## src/rtl/tt_sync_cfg_pkg.sv

```systemverilog
package tt_sync_cfg_pkg;

   localparam int ADDR_W = 8;
   localparam int DATA_W = 16;
   localparam int CFG_COUNT = 7;

   // register offsets
   localparam logic [7:0] MAX_CYCLE_DRIFT_OFS = 8'hb8;
   localparam logic [7:0] START_SEQ_LENGTH_OFS = 8'hba;
   localparam logic [7:0] COLDSTART_LIMIT_OFS = 8'hc0;
   localparam logic [7:0] OFFSET_LIMIT_OFS = 8'hda;
   localparam logic [7:0] RATE_LIMIT_OFS = 8'hdc;
   localparam logic [7:0] EXT_OFFSET_VALUE_OFS = 8'hf4;
   localparam logic [7:0] EXT_RATE_VALUE_OFS = 8'hf6;
   localparam logic [7:0] EXT_CTRL_OFS = 8'hf8;

   // slots of the configuration-only register array
   localparam int IDX_DRIFT = 0;
   localparam int IDX_TSS = 1;
   localparam int IDX_COLDSTART = 2;
   localparam int IDX_OFFSET_LIMIT = 3;
   localparam int IDX_RATE_LIMIT = 4;
   localparam int IDX_EXT_OFFSET = 5;
   localparam int IDX_EXT_RATE = 6;

   localparam logic [7:0] CFG_OFS [CFG_COUNT] = '{
      MAX_CYCLE_DRIFT_OFS, START_SEQ_LENGTH_OFS, COLDSTART_LIMIT_OFS,
      OFFSET_LIMIT_OFS, RATE_LIMIT_OFS, EXT_OFFSET_VALUE_OFS, EXT_RATE_VALUE_OFS};

   // writable bits per slot; the drift limit is 10 bits wide
   localparam logic [15:0] CFG_MASK [CFG_COUNT] = '{
      16'h03ff, 16'hffff, 16'hffff, 16'hffff, 16'hffff, 16'hffff, 16'hffff};

   // field positions
   localparam int DRIFT_W = 10;
   localparam int TSS_FIELD_W = 8;
   localparam int TSS_NOMINAL_LSB = 0;
   localparam int TSS_MAX_LSB = 8;
   localparam int CTRL_W = 4;
   localparam int EXT_OFFSET_EN_BIT = 0;
   localparam int EXT_OFFSET_SIGN_BIT = 1;
   localparam int EXT_RATE_EN_BIT = 2;
   localparam int EXT_RATE_SIGN_BIT = 3;

   // reset values
   localparam logic [15:0] PARAM_RESET = 16'h0000;
   localparam logic [3:0] CTRL_RESET = 4'h0;
   localparam logic [15:0] READ_NONE = 16'h0000;

   typedef enum logic {cs_counting, cs_exhausted} coldstart_state_e;

endpackage

```

## src/rtl/coldstart_limiter.sv

```systemverilog
`timescale 1ns/10ps
module coldstart_limiter
   import tt_sync_cfg_pkg::*;
#(
   parameter int W = 16
) (
   input wire logic ref_clk_i,
   input wire logic reset_i,
   input wire logic config_state_i,
   input wire logic [W-1:0] limit_i,
   input wire logic attempt_i,
   input wire logic answered_i,
   output logic allowed_o,
   output logic exhausted_o
);

   coldstart_state_e state_reg;
   logic [W-1:0] count_reg;
   logic [W:0] count_inc;

   assign count_inc = {1'b0, count_reg} + (W+1)'(1);

   always_ff @(posedge ref_clk_i) begin
      if (reset_i || config_state_i) begin
         state_reg <= cs_counting;
      end else begin
         unique case (state_reg)
            cs_counting: begin
               if (attempt_i && count_inc >= {1'b0, limit_i}) begin
                  state_reg <= cs_exhausted;
               end
            end
            cs_exhausted: begin
               state_reg <= cs_exhausted;
            end
         endcase
      end
   end

   // a valid answer from another node restarts the count
   always_ff @(posedge ref_clk_i) begin
      if (reset_i || config_state_i || answered_i) begin
         count_reg <= '0;
      end else if (attempt_i && state_reg == cs_counting) begin
         count_reg <= count_inc[W-1:0];
      end
   end

   assign allowed_o = state_reg == cs_counting && limit_i != '0 && !config_state_i;
   assign exhausted_o = state_reg == cs_exhausted;

endmodule

```

## src/rtl/correction_combine.sv

```systemverilog
`timescale 1ns/10ps
module correction_combine
   import tt_sync_cfg_pkg::*;
#(
   parameter int W = 16
) (
   input wire logic ref_clk_i,
   input wire logic reset_i,
   input wire logic apply_i,
   input wire logic signed [W:0] int_corr_i,
   input wire logic [W-1:0] limit_i,
   input wire logic [W-1:0] ext_value_i,
   input wire logic ext_enable_i,
   input wire logic ext_subtract_i,
   output logic signed [W+1:0] corr_o
);

   logic signed [W+1:0] int_x;
   logic signed [W+1:0] lim_x;
   logic signed [W+1:0] ext_x;
   logic signed [W+1:0] clamped;
   logic signed [W+1:0] corr_next;
   logic signed [W+1:0] corr_reg;

   // limit clamps the internal term only, never the external one
   always_comb begin
      int_x = {int_corr_i[W], int_corr_i};
      lim_x = {2'b00, limit_i};
      ext_x = {2'b00, ext_value_i};
      if (int_x > lim_x) begin
         clamped = lim_x;
      end else if (int_x < -lim_x) begin
         clamped = -lim_x;
      end else begin
         clamped = int_x;
      end
      corr_next = clamped;
      if (ext_enable_i) begin
         corr_next = ext_subtract_i ? clamped - ext_x : clamped + ext_x;
      end
   end

   always_ff @(posedge ref_clk_i) begin
      if (reset_i) begin
         corr_reg <= '0;
      end else if (apply_i) begin
         corr_reg <= corr_next;
      end
   end

   assign corr_o = corr_reg;

endmodule

```

## src/rtl/tt_bus_clock_sync_config.sv

```systemverilog
// Operation
// [RULE_01] parameter registers take writes only in config state; control register always
// [RULE_02] host programs drift limit as ceiling of cycle microticks times 1500 ppm
// [RULE_03] hold 16-bit external offset magnitude, combined with internal offset on request
// [RULE_04] hold 16-bit external rate magnitude, combined with internal rate on request
// [RULE_05] host writes correction control before idle time to act next cycle
// [RULE_06] offset enable bit 0 applies once, then hardware clears it
// [RULE_07] rate enable bit 2 applies once, then hardware clears it
// [RULE_08] offset sign bit 1: zero adds, one subtracts external offset
// [RULE_09] rate sign bit 3: zero adds, one subtracts external rate
// [RULE_10] internal offset clamped to offset limit; external offset never clamped
// [RULE_11] internal rate clamped to rate limit; external rate never clamped
// [RULE_12] count unanswered coldstarts; at limit stop until configuration again
// [RULE_13] coldstart limit zero means never coldstart
// [RULE_14] host keeps coldstart limit within zero to 32767
// [RULE_15] low byte of start-sequence register is nominal transmit length
// [RULE_16] high byte of start-sequence register is longest accepted receive length
// [RULE_17] config-only writes outside config state are dropped, value kept
//
// Chosen here: the strobed register port.
`timescale 1ns/10ps
module tt_bus_clock_sync_config
   import tt_sync_cfg_pkg::*;
(
   input wire logic ref_clk_i,
   input wire logic reset_i,
   input wire logic [ADDR_W-1:0] addr_i,
   input wire logic [DATA_W-1:0] wdata_i,
   input wire logic wr_i,
   input wire logic rd_i,
   output logic [DATA_W-1:0] rdata_o,
   input wire logic config_state_i,
   input wire logic signed [DATA_W:0] offset_int_i,
   input wire logic signed [DATA_W:0] rate_int_i,
   input wire logic offset_apply_i,
   input wire logic rate_apply_i,
   output logic signed [DATA_W+1:0] offset_corr_o,
   output logic signed [DATA_W+1:0] rate_corr_o,
   input wire logic coldstart_attempt_i,
   input wire logic coldstart_answered_i,
   output logic coldstart_allowed_o,
   output logic coldstart_exhausted_o,
   output logic [DRIFT_W-1:0] max_drift_param_o,
   output logic [TSS_FIELD_W-1:0] tx_start_seq_nominal_o,
   output logic [TSS_FIELD_W-1:0] rx_start_seq_max_o,
   output logic [DATA_W-1:0] coldstart_attempts_param_o,
   output logic [DATA_W-1:0] offset_limit_param_o,
   output logic [DATA_W-1:0] rate_limit_param_o,
   output logic [DATA_W-1:0] ext_offset_param_o,
   output logic [DATA_W-1:0] ext_rate_param_o
);

   logic [DATA_W-1:0] cfg_reg [CFG_COUNT];
   logic [CTRL_W-1:0] ctrl_reg;
   logic [CTRL_W-1:0] ctrl_next;
   logic [DATA_W-1:0] read_next;
   logic [DATA_W-1:0] rdata_reg;
   logic ctrl_write;

   // configuration-only parameter registers
   genvar gi;
   generate
      for (gi = 0; gi < CFG_COUNT; gi++) begin : g_cfg
         always_ff @(posedge ref_clk_i) begin
            if (reset_i) begin
               cfg_reg[gi] <= PARAM_RESET;
            end else if (wr_i && addr_i == CFG_OFS[gi] && config_state_i) begin // [RULE_01] [RULE_17]
               cfg_reg[gi] <= wdata_i & CFG_MASK[gi];
            end
         end
      end
   endgenerate

   // correction control: writable in any state, enables self-clear on use
   assign ctrl_write = wr_i && addr_i == EXT_CTRL_OFS;

   always_comb begin
      ctrl_next = ctrl_reg;
      if (ctrl_write) begin
         // host write wins over a clear in the same cycle
         ctrl_next = wdata_i[CTRL_W-1:0]; // [RULE_01]
      end else begin
         if (offset_apply_i) begin
            ctrl_next[EXT_OFFSET_EN_BIT] = 1'b0; // [RULE_06]
         end
         if (rate_apply_i) begin
            ctrl_next[EXT_RATE_EN_BIT] = 1'b0; // [RULE_07]
         end
      end
   end

   always_ff @(posedge ref_clk_i) begin
      if (reset_i) begin
         ctrl_reg <= CTRL_RESET;
      end else begin
         ctrl_reg <= ctrl_next;
      end
   end

   // read path: data in the cycle after the strobe only
   always_comb begin
      read_next = READ_NONE;
      for (int i = 0; i < CFG_COUNT; i++) begin
         if (addr_i == CFG_OFS[i]) begin
            read_next = cfg_reg[i];
         end
      end
      if (addr_i == EXT_CTRL_OFS) begin
         read_next = {{(DATA_W-CTRL_W){1'b0}}, ctrl_reg};
      end
   end

   always_ff @(posedge ref_clk_i) begin
      if (reset_i) begin
         rdata_reg <= READ_NONE;
      end else begin
         rdata_reg <= rd_i ? read_next : READ_NONE;
      end
   end

   assign rdata_o = rdata_reg;

   // parameter outputs to the protocol engine
   assign max_drift_param_o = cfg_reg[IDX_DRIFT][DRIFT_W-1:0];
   assign tx_start_seq_nominal_o =
      cfg_reg[IDX_TSS][TSS_NOMINAL_LSB +: TSS_FIELD_W]; // [RULE_15]
   assign rx_start_seq_max_o = cfg_reg[IDX_TSS][TSS_MAX_LSB +: TSS_FIELD_W]; // [RULE_16]
   assign coldstart_attempts_param_o = cfg_reg[IDX_COLDSTART];
   assign offset_limit_param_o = cfg_reg[IDX_OFFSET_LIMIT];
   assign rate_limit_param_o = cfg_reg[IDX_RATE_LIMIT];
   assign ext_offset_param_o = cfg_reg[IDX_EXT_OFFSET]; // [RULE_03]
   assign ext_rate_param_o = cfg_reg[IDX_EXT_RATE]; // [RULE_04]

   // offset path: clamp internal term, then add or subtract external
   correction_combine #(
      .W(DATA_W)
   ) u_offset (
      .ref_clk_i(ref_clk_i),
      .reset_i(reset_i),
      .apply_i(offset_apply_i),
      .int_corr_i(offset_int_i), // [RULE_10]
      .limit_i(cfg_reg[IDX_OFFSET_LIMIT]),
      .ext_value_i(cfg_reg[IDX_EXT_OFFSET]), // [RULE_03]
      .ext_enable_i(ctrl_reg[EXT_OFFSET_EN_BIT]), // [RULE_06]
      .ext_subtract_i(ctrl_reg[EXT_OFFSET_SIGN_BIT]), // [RULE_08]
      .corr_o(offset_corr_o)
   );

   // rate path
   correction_combine #(
      .W(DATA_W)
   ) u_rate (
      .ref_clk_i(ref_clk_i),
      .reset_i(reset_i),
      .apply_i(rate_apply_i),
      .int_corr_i(rate_int_i), // [RULE_11]
      .limit_i(cfg_reg[IDX_RATE_LIMIT]),
      .ext_value_i(cfg_reg[IDX_EXT_RATE]), // [RULE_04]
      .ext_enable_i(ctrl_reg[EXT_RATE_EN_BIT]), // [RULE_07]
      .ext_subtract_i(ctrl_reg[EXT_RATE_SIGN_BIT]), // [RULE_09]
      .corr_o(rate_corr_o)
   );

   // coldstart attempt bookkeeping
   coldstart_limiter #(
      .W(DATA_W)
   ) u_coldstart (
      .ref_clk_i(ref_clk_i),
      .reset_i(reset_i),
      .config_state_i(config_state_i),
      .limit_i(cfg_reg[IDX_COLDSTART]), // [RULE_12] [RULE_13]
      .attempt_i(coldstart_attempt_i),
      .answered_i(coldstart_answered_i),
      .allowed_o(coldstart_allowed_o),
      .exhausted_o(coldstart_exhausted_o)
   );

   logic signed [DATA_W+1:0] ext_off_x;
   logic signed [DATA_W+1:0] ext_rate_x;
   logic signed [DATA_W+1:0] off_lim_x;
   logic signed [DATA_W+1:0] rate_lim_x;

   assign ext_off_x = {2'b00, cfg_reg[IDX_EXT_OFFSET]};
   assign ext_rate_x = {2'b00, cfg_reg[IDX_EXT_RATE]};
   assign off_lim_x = {2'b00, cfg_reg[IDX_OFFSET_LIMIT]};
   assign rate_lim_x = {2'b00, cfg_reg[IDX_RATE_LIMIT]};

   logic signed [DATA_W+1:0] off_int_x;
   logic signed [DATA_W+1:0] rate_int_x;

   assign off_int_x = {offset_int_i[DATA_W], offset_int_i};
   assign rate_int_x = {rate_int_i[DATA_W], rate_int_i};
endmodule

```

## config.mk

```make
export PLATFORM = sky130hd
export DESIGN_NAME = tt_bus_clock_sync_config
export DESIGN_NICKNAME = d
export VERILOG_FILES = /design/src/rtl/tt_sync_cfg_pkg.sv /design/src/rtl/coldstart_limiter.sv /design/src/rtl/correction_combine.sv /design/src/rtl/tt_bus_clock_sync_config.sv
export SDC_FILE = /design/constraint.sdc
export NUM_CORES = 1
export LEC_CHECK = 0
export BUFFER_PORTS_ARGS = -buffer_cell sky130_fd_sc_hd__buf_2
export CORE_ASPECT_RATIO = 1.1
export CORE_UTILIZATION = 59
export CTS_CLUSTER_SIZE = 40
export DETAILED_ROUTE_END_ITERATION = 10
export GPL_ROUTABILITY_DRIVEN = 0
export GPL_TIMING_DRIVEN = 0
export PLACE_DENSITY = 0.89
export SYNTH_ARGS = -nofsm -noshare
export SYNTH_HDL_FRONTEND = slang
export SYNTH_HIERARCHICAL = 1
export SYNTH_SLANG_ARGS = --single-unit
```

## constraint.sdc

```tcl
create_clock -name ref_clk_i -period 8.7 [get_ports ref_clk_i]
set_input_delay 1.305 -clock ref_clk_i [delete_from_list [all_inputs] [get_ports ref_clk_i]]
set_output_delay 1.305 -clock ref_clk_i [all_outputs]
set_load 0.005 [all_outputs]
```

; Yosys cells after proc, flatten, opt, wreduce, memory -nomap -nowiden
; Memory sizes are Yosys's and may differ from the RTL's.
; Cells that the tools add are included.
[word_totals]
register_bits = 73
latchBits = 0
ramBits = 112
romBits = 0
input_bits = 67
word_cells = 118
memories = 1
[op_classes]
add_sub_neg = 7
n_mul = 0
n_div = 0
order_cmp = 5
eq_ne = 8
shift = 0
mux = 52
bitwise_logic = 9
reduce_logical = 27
[memory_table]
columns = memory, depth, word_bits, read_ports, rd_ports_with_merged_regs, write_ports, line_no
row1 = cfg_reg, 7, 16, 7, 0, 7, tt_bus_clock_sync_config.sv:53  ; logic [DATA_W-1:0] cfg_reg [CFG_COUNT];
[op_table]
columns = operator, count
row1 = $mux 16, 14
row2 = $mux 18, 8
row3 = $eq 8x8->1 const B, 8
row4 = $add 18x17->18, 2
row5 = $lt 17x18->1, 2
row6 = $neg 16->18, 2
row7 = $sub 18x17->18, 2
row8 = $gt 17x17->1, 2
row9 = $mux 1, 28
row10 = $logic_and 1x1->1, 19
row11 = $add 16x1->17 const B, 1
row12 = $ge 17x16->1, 1
row13 = $reduce_bool 16->1, 1
row14 = $or 1x1->1, 7
row15 = $mux 4, 1
row16 = $reduce_bool 2->1, 2
row17 = $reduce_or 3->1, 1
row18 = $logic_or 1x1->1, 2
row19 = $not 1->1, 2
row20 = $pmux 1 s2, 1
row21 = $reduce_or 2->1, 1
row22 = $logic_not 1->1, 1

; Logic depth before layout (Yosys ltp)
[depth]
word_depth = 9
depth_mapped = 28
ltp_nobuf = 26

; Hierarchy
; The synthesis kept the hierarchy.
[modules_own_cells]
columns = module, n_inst, cells_each, area_per_inst_um2
row1 = tt_bus_clock_sync_config, 1, 446, 5903.2
row2 = correction_combine at u_offset, 1, 503, 3617.2
row3 = correction_combine at u_rate, 1, 459, 3368.2
row4 = coldstart_limiter, 1, 179, 1383.8

; Worst setup path before layout
; No wires, ideal clock.
[synth_timing]
kind = register to register
start = memory cfg_reg[4][0] (netlist: cfg_reg[1][0])
end = register u_rate.corr_reg[14] (netlist: u_rate/corr_o[14])
arrival_ns = 6.178
slack_ns = 2.431
path_stages_with_launch = 28
n_path_buf = 3
period_less_slack_ns = 6.269
cell_sequence = edfxtp_1 -> inv_1 -> ha_1 -> or3b_4 -> or4_4 -> or3_1 -> buf_6 -> nor3_4 -> xnor2_1 -> ha_1 -> nand4_1 -> a2111oi_2 -> or2_2 -> clkbuf_1 -> clkbuf_1 -> a21oi_1 -> a31oi_1 -> ha_1 -> inv_1 -> fa_1 -> a211oi_1 -> o21ai_0 -> nand4_1 -> nand2_1 -> o32ai_1 -> xnor2_1 -> nand2_1 -> a311oi_1
[synth_rtl]
columns = item, line_no
row1 = "start, declared", tt_bus_clock_sync_config.sv:53
row2 = "end signal, assigned", correction_combine.sv:47  ; corr_reg <= corr_next;
row3 = "end, declared", correction_combine.sv:23  ; logic signed [W+1:0] corr_reg;

==> results by group <==
Logic synthesis
  – Async SR Flop Fraction: 0%
  – Number of flops mapped to enable cells by yosys: 106
  – Post-synth cell types: 101
  – Synth warn: 6
  – Syn avg cell area: 8.99 um2
  – Net Count, Synth: 1777
  – Post-synthesis mux area share: 2.31%
  – Post-Syn Area: 14300 um2
  – FF+latch count, synth: 179
  – Post-Synth XOR/XNOR Area: 6.38%
  – Mapped Cells: 1587
  – Largest family of logic cells by synthesized area: simple AND/OR/NAND/NOR gates
  – Post-synthesis simple-gate area fraction: 23.4%
  – Post-Synth Adder-Cell Area: 10.9%
  – Sequential area share after synthesis: 32.5%
  – Compound-Gate Fraction of Synth Area: 19.9%
  – Top_reg_cell synth: edfxtp_1

Clock network
  – CTS Hold Buffers Added: 0
  – Clk Latency, worst-skew pair: 0.44 ns
  – Setup bufs post-CTS: 0
  – CTS Sinks: 179
  – CTS tree: done
  – Clock buffer depth: 2
  – CTS clk-pin slew, worst paths: 0.07 ns
  – Post-cts sizing count: 0
  – Num CTS Buffers: 17
  – Root Buffer: clkbuf_16
  – CTS H-tree lvls: 4

Global routing
  – First-pass GRT wire length: 71200 um
  – Initial antenna violation count: 1
  – Largest net degree at the start of global routing: 17
  – Vias in the first global route: 13200
  – Total track usage: 38.0%
  – Gr ovfl total: 0

Run
  – Maxcap violations: 0

Floorplan
  – Core area: 23700 um2
  – Die W: 150 um
  – Die Area: 24800 um2
  – I/O Pins: 227
  – Core Rows: 59
  – Die Ht: 165 um
  – Initial Utilization: 60.2%

STA
  – Period minus WS final: 7.75 ns
  – Relative slew slack: 35.6%
  – Setup TNS: 0 ns
  – Final-report hold violation count: 0
  – Final setup vio count: 0
  – Fmax: 0.129 GHz
  – Worst Skew: 0.00830 ns
  – RSZ-0062 raised after global routing: false
  – Fin worst setup slack: 0.947 ns
  – Worst slew pin tran: 0.964 ns
  – Period utilisation layout: 89.1%
  – Max-slew violation count: 0

Route
  – Post-DRT Antenna Nets: 0
  – Drt total wl: 47600 um
  – Drt drc: 0
  – Vias post-DR: 14200
  – DR vias/cell: 6.62
  – 1st-pass router iterations: 6
  – Iter 0 DRT Violations: 1919
  – Drt wl/cell: 22.1 um

Finish
  – Commonest cells after routing, fill and taps aside: buf_2 (240), nor2_1 (137), ha_1 (121)
  – P&R area growth vs syn: 14.8%
  – Fill count: 1740
  – Most common cell after layout, fill and taps aside: buf_2
  – Layout cell share with drive strength beyond 1: 19.5%
  – Largest register FFs: 106
  – Count of nets after finishing: 2021

Power and ir drop
  – Sw Ratio: 32.5%
  – Int Pwr: 1.62 mW
  – Leakage: 7.01 nW
  – Psw: 781 uW
  – Combinational Power Share: 25.5%
  – Worst IR Drop VDD: 154 uV
  – Sequential share of power: 41.6%
  – Clock Power Share: 32.9%
  – PwrDens: 147 nW/um2

Critical path
  – Most frequent CP cell: ha_1
  – Setup crit end kind: flip-flop
  – Worst-case reg-to-reg path depth: 25
  – CP delay by family, top: compound AO/OA/AOI/OAI gates
  – CP required: 9.06 ns
  – Type of origin of the critical path: flip-flop
  – CP Class: reg2reg
  – CP arrival: 8.11 ns
  – Buf+Inv Stages, Crit Path: 4
  – Slowest stage delay, CP: 0.90 ns
  – CP Depth: 25
  – CP max stage cell: a2111oi_2
  – Critical path fanouts, max: 10

Hold path
  – Hold Path Depth: 1
  – Hold Crit Class: reg2reg

Placed design
  – Post-DP HPWL: 35800 um
  – PortBufs: 225
  – Pre-CTS WS: 1.26 ns

Outcome
  – Status: finished, final reports clean
## worst register-to-register path, stage by stage (launching register included)
cell,delay (ns)
edfxtp_1,0.56
inv_1,0.17
ha_1,0.26
or3b_4,0.44
or4_4,0.47
or3_1,0.38
buf_6,0.14
nor3_4,0.12
xnor2_1,0.11
ha_1,0.29
nand4_1,0.13
a2111oi_2,0.90
or2_2,0.24
clkbuf_1,0.20
clkbuf_1,0.42
a21oi_1,0.16
o21ai_0,0.54
ha_1,0.39
a21oi_1,0.26
o21bai_1,0.19
o32ai_1,0.30
a31o_2,0.17
o21ai_0,0.11
xnor2_1,0.15
or3_1,0.34
a311oi_1,0.23
## power groups by stage
stage	logic [mW]	clock network (mW)	registers, mW
global route	0.661	0.823	1.00
floorplan	0.398	0	0.993
detailed placement	0.584	0	1.01
CTS	0.591	0.786	0.995
finish	0.613	0.792	0.999
global placement	0.564	0	1.01
## cells in the mapped netlist, types with 6 or more instances
| cell | number | share of area [%] |
|---|---|---|
| a211o_1 | 10 | 0.61 |
| a211oi_1 | 16 | 0.84 |
| a21o_1 | 27 | 1.4 |
| a21oi_1 | 102 | 3.6 |
| a221oi_1 | 11 | 0.68 |
| a22o_1 | 13 | 0.80 |
| a22oi_1 | 17 | 0.89 |
| a311oi_1 | 10 | 0.61 |
| a31oi_1 | 16 | 0.70 |
| and2_1 | 115 | 5.0 |
| and3_1 | 7 | 0.31 |
| and3b_1 | 6 | 0.37 |
| buf_2 | 15 | 0.53 |
| buf_4 | 12 | 0.63 |
| clkbuf_1 | 31 | 0.82 |
| dfxtp_1 | 73 | 10 |
| edfxtp_1 | 106 | 22 |
| ha_1 | 121 | 11 |
| inv_1 | 89 | 2.3 |
| mux2_2 | 8 | 0.63 |
| mux2i_1 | 24 | 1.7 |
| nand2_1 | 83 | 2.2 |
| nand2b_1 | 11 | 0.48 |
| nand3_1 | 33 | 1.2 |
| nand3b_1 | 8 | 0.42 |
| nand4_1 | 26 | 1.1 |
| nor2_1 | 137 | 3.6 |
| nor2b_1 | 15 | 0.66 |
| nor3_1 | 42 | 1.5 |
| nor3b_1 | 14 | 0.74 |
| nor4_1 | 18 | 0.79 |
| o211ai_1 | 12 | 0.63 |
| o21a_1 | 10 | 0.53 |
| o21ai_0 | 76 | 2.7 |
| o21bai_1 | 13 | 0.68 |
| o2bb2ai_1 | 7 | 0.43 |
| o31a_1 | 6 | 0.37 |
| o31ai_1 | 9 | 0.47 |
| or2_2 | 6 | 0.26 |
| or3_1 | 7 | 0.31 |
| xnor2_1 | 78 | 4.8 |
| xor2_1 | 26 | 1.6 |
## worst paths after layout
path	start	to	slack, ns
max	cfg_reg[1][0]$_SDFFCE_PN0P_	u_rate/corr_o[17]$_SDFFE_PP0P_	0.95
min	u_offset/corr_o[16]$_SDFFE_PP0P_	u_offset/corr_o[16]$_SDFFE_PP0P_	0.46
max reg2reg	cfg_reg[1][0]$_SDFFCE_PN0P_	u_rate/corr_o[17]$_SDFFE_PP0P_	0.95
min reg2reg	u_offset/corr_o[16]$_SDFFE_PP0P_	u_offset/corr_o[16]$_SDFFE_PP0P_	0.46
## logic make-up (layout without fill, tap and decap cells)
group	after synthesis	after routing
AOI/OAI and AO/OA	416	416
xor gates and xnor gates	104	104
adders and majority gates	123	123
buffers and inverters	152	409
DFF	179	179
muxes	32	32
other	0	1
and+or+nand+nor	581	581
## layer usage
metal,up-vias,wire [um],part of all wire (%),global-route usage (%)
met2,1052,21300,45,59.8
li1,6343,-,-,-
met4,4,3490,7.3,25.9
met1,6584,17000,36,46.1
met3,255,5850,12,9.04
met5,-,24,0.050,0
## cell type report
type                    instances  area (um2)  area share, %
flip-flops and latches        179        4640           28.3
plain buffers                  63         330           2.02
repair buffers                225        1130           6.87
clock buffers                  19         443           2.70
multi-input cells            1256        8980           54.8
inverters                      89         334           2.04
clock inverters                13         144          0.878
diodes                          1        2.50         0.0153
well taps                     305         382           2.33
## metrics by stage
| stage | util (%) | std cells | instance area, um2 | power [mW] | hold slack [ns] |
|---|---|---|---|---|---|
| 6_report | 69.1 | 2150 | 16400 | 2.40 | 0.456 |
| 2_1_floorplan | - | 1587 | 14300 | 1.39 | 0.461 |
| 3_3_place_gp | 66.6 | 2117 | 15800 | 1.58 | 0.445 |
| 4_1_cts | 69.1 | 2149 | 16400 | 2.37 | 0.462 |
| 5_1_grt | 69.1 | 2149 | 16400 | 2.49 | 0.495 |
| 3_5_place_dp | 66.6 | 2117 | 15800 | 1.60 | 0.451 |
No activity file was read; power rests on OpenSTA's default activity.
